[config.mk]
export PLATFORM = sky130hd
export DESIGN_NAME = hspw_top
export DESIGN_NICKNAME = d
export VERILOG_FILES = /design/src/hw/hspw_pkg.sv /design/src/hw/hspw_generator.sv /design/src/hw/hspw_top.sv
export VERILOG_INCLUDE_DIRS = /design/src /design/src/hw
export SDC_FILE = /design/constraint.sdc
export NUM_CORES = 1
export LEC_CHECK = 0
export ABC_AREA = 1
export BUFFER_PORTS_ARGS = -buffer_cell sky130_fd_sc_hd__buf_4
export CORE_MARGIN = 2
export CORE_UTILIZATION = 45
export CTS_CLUSTER_SIZE = 20
export DETAILED_ROUTE_END_ITERATION = 10
export HOLD_SLACK_MARGIN = 0.05
export MAX_ROUTING_LAYER = met4
export PLACE_DENSITY = 0.62
export RECOVER_POWER = 25
export SYNTH_ARGS = -nofsm -noshare
export SYNTH_HDL_FRONTEND = slang
export SYNTH_SLANG_ARGS = --single-unit
[constraint.sdc]
create_clock -name sys_clk -period 16.5 [get_ports sys_clk]
set_clock_uncertainty 0.1 [all_clocks]
set_input_delay 3.3 -clock sys_clk [delete_from_list [all_inputs] [get_ports sys_clk]]
set_output_delay 3.3 -clock sys_clk [all_outputs]
set_load 0.05 [all_outputs]
[src/hw/hspw_map.svh]
`ifndef HSPW_MAP_SVH
`define HSPW_MAP_SVH
`define HSPW_CFG_RESET 16'h0000
`define HSPW_SCR_RESET 16'h0000
`define HSPW_FREQ_BIT 14
`define HSPW_DUTY_MSB 13
`define HSPW_DUTY_LSB 4
`define HSPW_SEL_MSB 2
`define HSPW_CFG_RDMASK 16'h7ff7
`define HSPW_CLK_HZ 10000000
`define HSPW_SLOW_HZ 100
`define HSPW_FAST_HZ 200
`define HSPW_STEPS 1024
// Clocks per duty step; 100 Hz gives 97 cycles, rounded down
`define HSPW_TICK_SLOW (`HSPW_CLK_HZ / (`HSPW_SLOW_HZ * `HSPW_STEPS))
`define HSPW_TICK_FAST (`HSPW_CLK_HZ / (`HSPW_FAST_HZ * `HSPW_STEPS))
`endif

[src/hw/hspw_pkg.sv]
package hspw_pkg;
    typedef logic [9:0] hspw_duty_t;
    typedef logic [15:0] hspw_word_t;
    typedef enum logic [2:0] {
        HSPW_NORMAL = 3'b001,
        HSPW_RESTART = 3'b010,
        HSPW_FAILSAFE = 3'b100
    } hspw_mode_t;
endpackage

[src/hw/hspw_generator.sv]
`timescale 1ns/100ps
`default_nettype none
`include "hspw_map.svh"
module hspw_generator
    import hspw_pkg::*;
(
    input wire logic sys_clk,
    input wire logic reset,
    input wire logic periodFast,
    input wire hspw_duty_t duty,
    output logic pwmOut
);
    logic [6:0] tick_r, tick_nxt;
    logic [9:0] phase_r, phase_nxt;
    logic pwmOut_r, pwmOut_nxt;
    logic [6:0] tickLast;

    // Step prescaler: the enable for the 1024-step phase counter
    always_comb begin
        tickLast = periodFast ? 7'(`HSPW_TICK_FAST - 1) : 7'(`HSPW_TICK_SLOW - 1);
        tick_nxt = (tick_r >= tickLast) ? 7'h00 : tick_r + 7'h01;
        phase_nxt = (tick_r >= tickLast) ? phase_r + 10'h001 : phase_r;
        // All ones is forced on rather than giving 1023/1024
        if (duty == 10'h3ff) begin
            pwmOut_nxt = 1'b1;
        end else begin
            pwmOut_nxt = phase_r < duty;
        end
    end

    // Duty is sampled live, so a change mid-period may give one odd pulse
    always_ff @(posedge sys_clk or posedge reset) begin
        if (reset) begin
            tick_r <= 7'h00;
            phase_r <= 10'h000;
            pwmOut_r <= 1'b0;
        end else begin
            tick_r <= tick_nxt;
            phase_r <= phase_nxt;
            pwmOut_r <= pwmOut_nxt;
        end
    end
    assign pwmOut = pwmOut_r;
endmodule // hspw_generator
`default_nettype wire

[src/hw/hspw_top.sv]
`timescale 1ns/100ps
`default_nettype none
`include "hspw_map.svh"
module hspw_top
    import hspw_pkg::*;
(
    input wire logic sys_clk,
    input wire logic reset,
    input wire logic softReset,
    input wire hspw_mode_t devMode,
    input wire logic cfgWrite,
    input wire logic scratchWrite,
    input wire hspw_word_t writeData,
    output logic [15:0] cfgReadData,
    output logic [15:0] scratchReadData,
    output logic [3:0] highside_switch_output
);
    logic [3:0] fast_r, fast_nxt;
    hspw_duty_t duty_r [4];
    hspw_duty_t duty_nxt [4];
    logic [15:0] cfgShadow_r, cfgShadow_nxt;
    logic [15:0] scratch_r, scratch_nxt;
    logic [15:0] cfgRd_r, scrRd_r;
    logic [3:0] genOut;
    logic [3:0] hsOut_r;
    logic isNormal;

    assign isNormal = (devMode == HSPW_NORMAL);

    // Register writes; select bit 2 set means the write reaches no generator
    always_comb begin
        fast_nxt = fast_r;
        cfgShadow_nxt = cfgShadow_r;
        for (int g = 0; g < 4; g++) begin
            duty_nxt[g] = duty_r[g];
        end
        if (cfgWrite) begin
            cfgShadow_nxt = writeData & `HSPW_CFG_RDMASK;
            if (!writeData[`HSPW_SEL_MSB]) begin
                fast_nxt[writeData[1:0]] = writeData[`HSPW_FREQ_BIT];
                duty_nxt[writeData[1:0]] = writeData[`HSPW_DUTY_MSB:`HSPW_DUTY_LSB];
            end
        end
        // Scratch word written only in normal mode; softReset clears it in any mode and wins over a write
        scratch_nxt = scratch_r;
        if (softReset) begin
            scratch_nxt = `HSPW_SCR_RESET;
        end else if (scratchWrite && isNormal) begin
            scratch_nxt = writeData;
        end
    end

    always_ff @(posedge sys_clk or posedge reset) begin
        if (reset) begin
            fast_r <= 4'h0;
            for (int g = 0; g < 4; g++) begin
                duty_r[g] <= 10'h000;
            end
            cfgShadow_r <= `HSPW_CFG_RESET;
            scratch_r <= `HSPW_SCR_RESET;
        end else begin
            fast_r <= fast_nxt;
            duty_r <= duty_nxt;
            cfgShadow_r <= cfgShadow_nxt;
            scratch_r <= scratch_nxt;
        end
    end

    // One generator per high-side channel
    generate
        for (genvar g = 0; g < 4; g++) begin : gen_mod
            hspw_generator internal_modulator_n (
                .sys_clk(sys_clk),
                .reset(reset),
                .periodFast(fast_r[g]),
                .duty(duty_r[g]),
                .pwmOut(genOut[g])
            );
        end
    endgenerate

    // Read data and outputs registered; scratch reads zero outside normal mode
    always_ff @(posedge sys_clk or posedge reset) begin
        if (reset) begin
            cfgRd_r <= 16'h0000;
            scrRd_r <= 16'h0000;
            hsOut_r <= 4'h0;
        end else begin
            cfgRd_r <= cfgShadow_r & `HSPW_CFG_RDMASK;
            scrRd_r <= isNormal ? scratch_r : 16'h0000;
            hsOut_r <= genOut;
        end
    end
    assign cfgReadData = cfgRd_r;
    assign scratchReadData = scrRd_r;
    assign highside_switch_output = hsOut_r;
endmodule // hspw_top
`default_nettype wire
==> impl_metrics.env, run 1 <==
export IMPL_postCtsSetupBuffers=0
export IMPL_post_cts_resized=0
export IMPL_worstSetupEndpointType="async pin"
export IMPL_hold_class="reg2reg"
export IMPL_max_slew_worst_pin_slew_ps=2400
export IMPL_p_per_area_nw_per_um2=127
export IMPL_diodes=0
export IMPL_drv_slew=57
export IMPL_cts_buffers=17
export IMPL_critical_path_class="in2async"
export IMPL_cts_buffer_depth=2
export IMPL_irDropWorstVdd_mv=0.0741
export IMPL_violations="capacitance limit, slew limit"
export IMPL_layout_commonest_cell="nand2_1"
export IMPL_setup_viol=0
export IMPL_cp_required_ps=16850
export IMPL_synthCells=1046
export IMPL_die_h_um=145
export IMPL_relSlewSlack_pct=-61.0
export IMPL_cpMaxStageDelayCell="clkinvlp_2"
export IMPL_synth_area_per_cell_um2=8.55
export IMPL_ant_nets=0
export IMPL_critPathLaunchType="primary input"
export IMPL_grt_overflow=0
export IMPL_die_area_um2=21000
export IMPL_coreArea_um2=19500
export IMPL_yosysUniqueCellTypes=30
export IMPL_h_tree_depth=4
export IMPL_clkLatencyLatePin_ps=430
export IMPL_finalInstanceArea_um2=10100
export IMPL_pre_cts_ws_ps=11700
export IMPL_worst_r2r_cell_count=8
export IMPL_antenna_found_initial=0
export IMPL_finalHoldViolCount=0
export IMPL_reg2reg_to="gen_mod[2].internal_modulator_n.phase_r[6]"
export IMPL_cts_sinks=180
export IMPL_tritoncts="done"
export IMPL_fin_ws_ps=11140
export IMPL_post_route_min_period_ps=5360
export IMPL_cellLeakagePower_nw=5.37
export IMPL_fp_dieW_um=145
export IMPL_vias=6580
export IMPL_place_gp_congestion=0.772
export IMPL_grt_usage_pct=18.8
export IMPL_seq_area_frac_synth_pct=50.3
export IMPL_synthesis_area_um2=8950
export IMPL_placed_area_um2=9580
export IMPL_timing_setup_tns_ps=0
export IMPL_wirelength_um=17800
export IMPL_wl_per_cell_um=13.0
export IMPL_drtIter0Drc=359
export IMPL_outcome="finished, violations left"
export IMPL_pin_count=60
export IMPL_cap_violations=1
export IMPL_worstPathArrival_ps=5710
export IMPL_grt_max_degree=69
export IMPL_cts_reportedPaths_clkPinSlew_ps=60
export IMPL_syn_to_final_growth_pct=13.2
export IMPL_drcViolationCount=0
export IMPL_first_global_vias=6345
export IMPL_hold_depth=0
export IMPL_row_count=51
export IMPL_drive_gt1_share_pct=10.1
export IMPL_yosys_register_bits=180
export IMPL_nNetsFinal=1186
export IMPL_initial_core_util_pct=46.0
export IMPL_crit_path_max_incr_delay_ps=1350
export IMPL_crit_reg2reg_launch="fast_r[2]"
export IMPL_grt_pass1_wl_um=31100
export IMPL_multiInputGateArea_um2=3750
export IMPL_rsz0062_at_grt="false"
export IMPL_via_per_inst=4.78
export IMPL_whs_ps=257
export IMPL_dp_hpwl_um=12400
export IMPL_utilization_pct=52.1
export IMPL_path_max_fanout=68
export IMPL_crit_path_end="gen_mod[2].internal_modulator_n.phase_r[5]"
export IMPL_yosys_warnings=0
export IMPL_portBuffers=57
export IMPL_nFillCells=1838
export IMPL_r2r_slack_ps=13940
export IMPL_crit_start="reset"
export IMPL_regArea_um2=4500
export IMPL_drt_pass1_iterations=5
export IMPL_fin_crit_sh_pct=32.5
export IMPL_cts_root_buffer="clkbuf_16"
export IMPL_cts_hold_repair_buffers=0
export IMPL_cp_cell_sequence="clkbuf_4 > clkinvlp_2 > buf_4"
export IMPL_final_cell_mix="nand2_1, dfrtp_1, inv_1"
export IMPL_fmax_ghz=0.187
## power breakdown
group          internal (mW)  leakage, nW  switching (mW)
clock network          0.219        0.280           0.182
registers              0.514         2.31          0.0694
logic                  0.120         2.78           0.187
## critical path: cells and delay by family
family / cells / cell delay, ps
buffers and inverters: 3 / 2340
## cells by family (layout without fill, tap and decap cells)
logic type               after synthesis  after routing  synth area share [%]
AND/OR/NAND/NOR                      506            506                  24.2
adder cells (fa/ha/maj)               64             64                  8.95
buffers and inverters                165            229                  7.47
flip-flops                           180            180                  50.3
other                                  1              2                0.0419
AO/OA/AOI/OAI                        101            101                  6.14
XOR/XNOR                              29             29                  2.84
## layout make-up
| class | count | area share [%] |
|---|---|---|
| timing repair buffer | 59 | 4.37 |
| tap | 265 | 3.27 |
| clock buffer | 20 | 4.41 |
| inverter | 138 | 5.13 |
| sequential | 180 | 44.5 |
| clock inverter | 12 | 1.32 |
| multi-input combinational | 702 | 37.0 |
## metrics by stage
step | instances | power, mW
after floorplan | 1047 | 0.833
after global placement | 1344 | 0.898
after detailed placement | 1344 | 0.906
after CTS | 1376 | 1.31
after global routing | 1376 | 1.39
final | 1376 | 1.29
## state kept, by name, indices dropped and copies added, names as in the netlist
signal and count:
cfgShadow_r 14, scratchReadData 16, duty_r 40, gen_mod.internal_modulator_n.tick_r 28, gen_mod.internal_modulator_n.pwmOut 4, scratch_r 16
highside_switch_output 4, fast_r 4, gen_mod.internal_modulator_n.phase_r 40, cfgReadData 14
## per-layer routing
metal / share of wire (%) / GRT usage [%] / up-vias
li1: - / - / 3413
met1: 48 / 25.1 / 3078
met2: 48 / 29.5 / 74
met3: 3.1 / 3.49 / 15
met4: 1.4 / 5.25 / 0
met5: 0 / - / -
## how the worst min path moves through the flow
stage,from,to
after CTS,gen_mod[3].internal_modulator_n.pwmOut,highside_switch_output[3]
final,gen_mod[3].internal_modulator_n.pwmOut,highside_switch_output[3]
after detailed placement,gen_mod[3].internal_modulator_n.pwmOut,highside_switch_output[3]
after global routing,gen_mod[3].internal_modulator_n.pwmOut,highside_switch_output[3]
after floorplan,gen_mod[0].internal_modulator_n.pwmOut,highside_switch_output[0]
after global placement,gen_mod[3].internal_modulator_n.pwmOut,highside_switch_output[3]
## synth_stat cells
library cell / number / area (um^2)
nor2_2: 3 / 18.8
nand4_1: 11 / 68.8
inv_1: 133 / 499
nand2_1: 289 / 1080
xor2_1: 19 / 166
nor2_4: 3 / 33.8
o22ai_1: 13 / 81.3
nand3_4: 1 / 17.5
dfrtp_1: 180 / 4500
nand3b_1: 9 / 67.6
a21oi_1: 17 / 85.1
nor3_1: 8 / 40.0
nand3_1: 78 / 390
nand2_4: 1 / 11.3
clkbuf_1: 9 / 33.8
buf_1: 1 / 3.75
o21bai_4: 1 / 18.8
buf_2: 11 / 55.1
ha_1: 64 / 801
nor2_1: 90 / 338
o21a_1: 4 / 30.0
conb_1: 1 / 3.75
o21ai_2: 1 / 8.76
nand2_2: 12 / 75.1
o21ai_0: 65 / 325
buf_4: 5 / 37.5
nand3b_4: 1 / 20.0
buf_12: 1 / 20.0
inv_2: 5 / 18.8
xnor2_1: 10 / 87.6
(Power assumes the default switching activity.)
==> run 2: changes to the inputs <==
==> constraint.sdc (replaced) <==
create_clock -name sys_clk -period 5.5 [get_ports sys_clk]
set_clock_uncertainty 0.1 [all_clocks]
set_input_delay 1.1 -clock sys_clk [delete_from_list [all_inputs] [get_ports sys_clk]]
set_output_delay 1.1 -clock sys_clk [all_outputs]
set_load 0.05 [all_outputs]
==> run 2 against run 1 <==
Net effect: the flow still finishes with violations (capacitance limit, slew limit); combinational power rose to 3.0 times the previous value; via count barely moved; first-iteration DRC count fell by 14%; core utilization rose by 0.19 points; total power rose to 3.0 times the previous value; count of clock-buffer cells in the layout fell by 3; cell count barely moved; cell area rose by 0.37%; routed wire length rose by 0.75%; global-route usage fell by 0.20 points; sequential power rose to 3.0 times the previous value; die area did not move; critical path type unchanged; largest cell class unchanged.
==> impl_metrics.env, run 2 (synthesis results as in run 1) <==
export IMPL_outcome="finished, violations left"
export IMPL_violations="capacitance limit, slew limit"
export IMPL_p_per_area_nw_per_um2=387
export IMPL_cp_cell_sequence="clkbuf_4 > clkinvlp_2 > clkbuf_4"
export IMPL_cts_reportedPaths_clkPinSlew_ps=70
export IMPL_cts_buffers=17
export IMPL_wl_per_cell_um=13.1
export IMPL_die_area_um2=21000
export IMPL_cts_buffer_depth=2
export IMPL_cpMaxStageDelayCell="clkbuf_4"
export IMPL_highest_signal_layer="met4"
export IMPL_grt_pass1_wl_um=31000
export IMPL_initial_core_util_pct=46.0
export IMPL_hold_depth=0
export IMPL_drv_slew=181
export IMPL_switching_share_pct=34.0
export IMPL_worstSetupEndpointType="async pin"
export IMPL_hold_class="reg2reg"
export IMPL_dp_hpwl_um=12200
export IMPL_cellLeakagePower_nw=5.38
export IMPL_cts_root_buffer="clkbuf_16"
export IMPL_relSlewSlack_pct=-61.7
export IMPL_path_max_fanout=180
export IMPL_post_route_min_period_ps=3180
export IMPL_worstPathArrival_ps=3100
export IMPL_drt_pass1_iterations=4
export IMPL_drcViolationCount=0
export IMPL_row_count=51
export IMPL_cts_sinks=180
export IMPL_reg_top3="duty_r x40, gen_mod.internal_modulator_n.phase_r x40, gen_mod.internal_modulator_n.tick_r x28"
export IMPL_place_gp_congestion=0.753
export IMPL_layout_commonest_cell="nand2_1"
export IMPL_grt_overflow=0
export IMPL_crit_reg2reg_launch="fast_r[2]"
export IMPL_crit_family="buffers and inverters"
export IMPL_crit_top_cell="clkbuf_4"
export IMPL_finalPower_mw=3.93
export IMPL_cap_violations=1
export IMPL_pin_count=60
export IMPL_fmax_ghz=0.315
export IMPL_via_per_inst=4.79
export IMPL_first_global_vias=6205
export IMPL_clkLatencyLatePin_ps=420
export IMPL_r2r_slack_ps=3190
export IMPL_rsz0062_at_grt="false"
export IMPL_intPower_mw=2.60
export IMPL_fp_dieW_um=145
export IMPL_h_tree_depth=4
export IMPL_vias=6586
export IMPL_met3_wirelength_um=495
export IMPL_antenna_found_initial=0
export IMPL_setup_viol=0
export IMPL_nNetsFinal=1185
export IMPL_critical_path_class="in2async"
export IMPL_die_h_um=145
export IMPL_coreArea_um2=19500
export IMPL_tritoncts="done"
export IMPL_postCtsSetupBuffers=0
export IMPL_p_clk_share_pct=31.8
export IMPL_drive_gt1_share_pct=10.5
export IMPL_portBuffers=57
export IMPL_grt_max_degree=181
export IMPL_irDropWorstVdd_mv=0.248
export IMPL_reg2reg_to="gen_mod[2].internal_modulator_n.phase_r[9]"
export IMPL_syn_to_final_growth_pct=13.7
export IMPL_critPathLaunchType="primary input"
export IMPL_fin_crit_sh_pct=57.8
export IMPL_timing_setup_tns_ps=0
export IMPL_wirelength_um=18000
export IMPL_final_cell_mix="nand2_1, dfrtp_1, inv_1"
export IMPL_worst_r2r_cell_count=7
export IMPL_whs_endpoint="highside_switch_output[1]"
export IMPL_grt_usage_pct=18.6
export IMPL_wl_met2_um=8570
export IMPL_post_cts_resized=0
export IMPL_cts_hold_repair_buffers=0
export IMPL_seqPwrFrac_pct=44.5
export IMPL_power_net_switching_mw=1.33
export IMPL_ant_nets=0
export IMPL_cp_required_ps=5430
export IMPL_p_comb_share_pct=23.7
export IMPL_finalHoldViolCount=0
export IMPL_hp_start="gen_mod[1].internal_modulator_n.pwmOut"
export IMPL_met1_length_um=8710
export IMPL_cp_num_buf_inv=3
export IMPL_diodes=0
export IMPL_max_slew_worst_pin_slew_ps=2430
export IMPL_drtIter0Drc=310
export IMPL_crit_path_max_incr_delay_ps=1640
-- run 2: changes by cell type in the layout (fill, tap and decap cells not counted), sizes merged --
cell	before	now
inv	146	144
clkinv	0	5
clkinvlp	3	2
bufinv	1	2
buf	58	54
-- run 2: final cells by class --
| type | count | area [um^2] |
|---|---|---|
| Multi-Input combinational cell | 702 | 3760 |
| Inverter | 138 | 519 |
| Tap cell | 265 | 332 |
| Clock buffer | 17 | 425 |
| Fill cell | 1844 | 9290 |
| Sequential cell | 180 | 4500 |
| Clock inverter | 15 | 188 |
| Timing Repair Buffer | 58 | 435 |
-- run 2: layer usage --
metal / vias up / GRT usage (%)
met3: 13 / 3.71
li1: 3402 / -
met1: 3104 / 25.7
met4: 0 / 4.65
met2: 67 / 28.3
met5: - / -
-- run 2: worst max-delay path by stage --
stage / start / endpoint / slack (ps) / depth (start not counted)
global route: reset / fast_r[3] / 1810 / 3
global placement: devMode[1] / scratch_r[15] / 3050 / 4
floorplan: reset / cfgReadData[0] / 1990 / 1
finish: reset / gen_mod[0].internal_modulator_n.phase_r[0] / 2320 / 3
CTS: fast_r[2] / gen_mod[2].internal_modulator_n.phase_r[6] / 3180 / 7
detailed placement: devMode[1] / scratch_r[3] / 3010 / 4
-- run 2: worst reg2reg max path, delay by kind of cell (launching register included) --
kind                     cells  cell delay [ps]
AND/OR/NAND/NOR              6             1360
flip-flops                   1              440
adder cells (fa/ha/maj)      1              300
-- run 2: power groups by stage --
stage               Clock (mW)  Combinational (mW)  Sequential [mW]
finish                    1.25               0.931             1.75
global route              1.33                1.10             1.79
CTS                       1.28               0.951             1.75
detailed placement           0               0.940             1.77
global placement             0               0.918             1.77
floorplan                    0               0.731             1.77
-- run 2: metrics by stage --
step / instance area (um^2) / util [%] / worst slack [ps] / instances / hold slack [ps]
after CTS: 10200 / 52.4 / 3180 / 1375 / 255
after global placement: 9580 / 49.2 / 3050 / 1343 / 232
final: 10200 / 52.2 / 2320 / 1375 / 252
after floorplan: 8950 / - / 1990 / 1047 / 231
after global routing: 10200 / 52.2 / 1810 / 1375 / 258
after detailed placement: 9580 / 49.2 / 3010 / 1343 / 238
==> run 3: changes to the inputs <==
==> constraint.sdc (replaced) <==
create_clock -name sys_clk -period 3.1 [get_ports sys_clk]
set_clock_uncertainty 0.1 [all_clocks]
set_input_delay 0.62 -clock sys_clk [delete_from_list [all_inputs] [get_ports sys_clk]]
set_output_delay 0.62 -clock sys_clk [all_outputs]
set_load 0.05 [all_outputs]
==> run 3 against run 2 <==
Net effect: the flow now finishes without violations; largest power group unchanged; critical path depth unchanged; critical path type unchanged; total power up 74%; register-to-register slack worse by 2200 ps.
==> impl_metrics.env, run 3 (synthesis results as in run 1) <==
export IMPL_outcome="completed"
export IMPL_grt_usage_pct=18.9
export IMPL_whs_ps=175
export IMPL_row_count=51
export IMPL_finalInstanceArea_um2=10200
export IMPL_cts_hold_repair_buffers=0
export IMPL_first_global_vias=6335
export IMPL_h_tree_depth=4
export IMPL_portBuffers=57
export IMPL_grt_overflow=0
export IMPL_hold_class="in2async"
export IMPL_cts_buffers=17
export IMPL_worstPathArrival_ps=2380
export IMPL_intPower_mw=4.46
export IMPL_final_cell_mix="nand2_1, dfrtp_1, inv_1"
export IMPL_pin_count=60
export IMPL_vias=6687
export IMPL_placed_area_um2=9650
export IMPL_finalHoldViolCount=0
export IMPL_via_per_inst=4.85
export IMPL_r2r_slack_ps=1000
export IMPL_cap_violations=0
export IMPL_wl_per_cell_um=13.3
export IMPL_cellLeakagePower_nw=5.38
export IMPL_cts_reportedPaths_clkPinSlew_ps=70
export IMPL_die_area_um2=21000
export IMPL_drt_pass1_iterations=4
export IMPL_switching_share_pct=34.9
export IMPL_cts_root_buffer="clkbuf_16"
export IMPL_grt_max_degree=70
export IMPL_drive_gt1_share_pct=10.9
export IMPL_antenna_found_initial=0
export IMPL_cts_buffer_depth=2
export IMPL_nNetsFinal=1190
export IMPL_drcViolationCount=0
export IMPL_p_comb_share_pct=24.5
export IMPL_setup_viol=0
export IMPL_tritoncts="done"
export IMPL_wirelength_um=18300
export IMPL_initial_core_util_pct=46.0
export IMPL_syn_to_final_growth_pct=13.6
export IMPL_path_max_fanout=58
export IMPL_seqPwrFrac_pct=45.3
export IMPL_drtIter0Drc=346
export IMPL_post_route_min_period_ps=2200
export IMPL_p_clk_share_pct=30.2
export IMPL_place_gp_congestion=0.822
export IMPL_critical_path_class="in2async"
export IMPL_rsz0062_at_grt="false"
export IMPL_grt_pass1_wl_um=31400
export IMPL_relSlewSlack_pct=3.89
export IMPL_clkLatencyLatePin_ps=430
export IMPL_ant_nets=0
export IMPL_cts_sinks=180
export IMPL_reg_top3="duty_r x40, gen_mod.internal_modulator_n.phase_r x40, gen_mod.internal_modulator_n.tick_r x28"
export IMPL_postCtsSetupBuffers=0
export IMPL_fp_dieW_um=145
export IMPL_max_slew_worst_pin_slew_ps=1440
export IMPL_layout_commonest_cell="nand2_1"
export IMPL_post_cts_resized=0
export IMPL_fmax_ghz=0.456
export IMPL_p_per_area_nw_per_um2=674
export IMPL_dp_hpwl_um=12600
export IMPL_power_net_switching_mw=2.39
export IMPL_fin_crit_sh_pct=70.8
export IMPL_drv_slew=0
export IMPL_nFillCells=1807
export IMPL_critPathLaunchType="primary input"
export IMPL_worstSetupEndpointType="async pin"
export IMPL_diodes=0
export IMPL_timing_setup_tns_ps=0
export IMPL_cp_required_ps=3290
export IMPL_coreArea_um2=19500
export IMPL_die_h_um=145
export IMPL_irDropWorstVdd_mv=0.381
-- run 3: power by group through the flow --
| stage | registers (mW) | clock network [mW] | logic (mW) |
|---|---|---|---|
| 2_1_floorplan | 3.14 | 0 | 1.30 |
| 3_3_place_gp | 3.15 | 0 | 1.66 |
| 3_5_place_dp | 3.15 | 0 | 1.70 |
| 4_1_cts | 3.11 | 2.12 | 1.71 |
| 5_1_grt | 3.17 | 2.22 | 1.99 |
| 6_report | 3.10 | 2.07 | 1.68 |
-- run 3: per-stage QoR --
step,worst slack (ps),power (mW),cells,util [%]
2_1_floorplan,71.4,4.43,1047,-
3_3_place_gp,1010,4.80,1348,49.6
3_5_place_dp,1010,4.84,1348,49.6
4_1_cts,1000,6.94,1380,52.5
5_1_grt,435,7.38,1380,52.2
6_report,905,6.85,1380,52.2
-- run 3: path summary, 6_finish.rpt --
path,start,to,cells after the start
worst max-delay path,reset,gen_mod[3].internal_modulator_n.phase_r[2],3
worst min-delay path,reset,scratch_r[3],2
worst max register to register,fast_r[2],gen_mod[2].internal_modulator_n.phase_r[9],8
worst min register to register,gen_mod[3].internal_modulator_n.pwmOut,highside_switch_output[3],0
max in group sys_clk,devMode[1],scratch_r[15],4
min in group sys_clk,gen_mod[3].internal_modulator_n.pwmOut,highside_switch_output[3],0
-- run 3: final cells by class --
cell class,count,area [um^2],area share (%)
inverters,138,519,5.11
multi-input cells,702,3760,37.0
clock inverters,14,136,1.34
flip-flops and latches,180,4500,44.3
repair buffers,63,480,4.73
clock buffers,18,429,4.22
well taps,265,332,3.26
-- run 3: worst max-delay path: stages --
cell and delay (ps):
clkbuf_4 110, clkinvlp_2 450, clkbuf_2 1150
-- run 3: routing by layer --
layer / wire, um / vias up / GRT usage, %
met5: 0 / - / -
met4: 252 / 0 / 5.20
met3: 449 / 18 / 3.49
met2: 8480 / 56 / 28.3
met1: 9130 / 3179 / 26.7
li1: - / 3434 / -
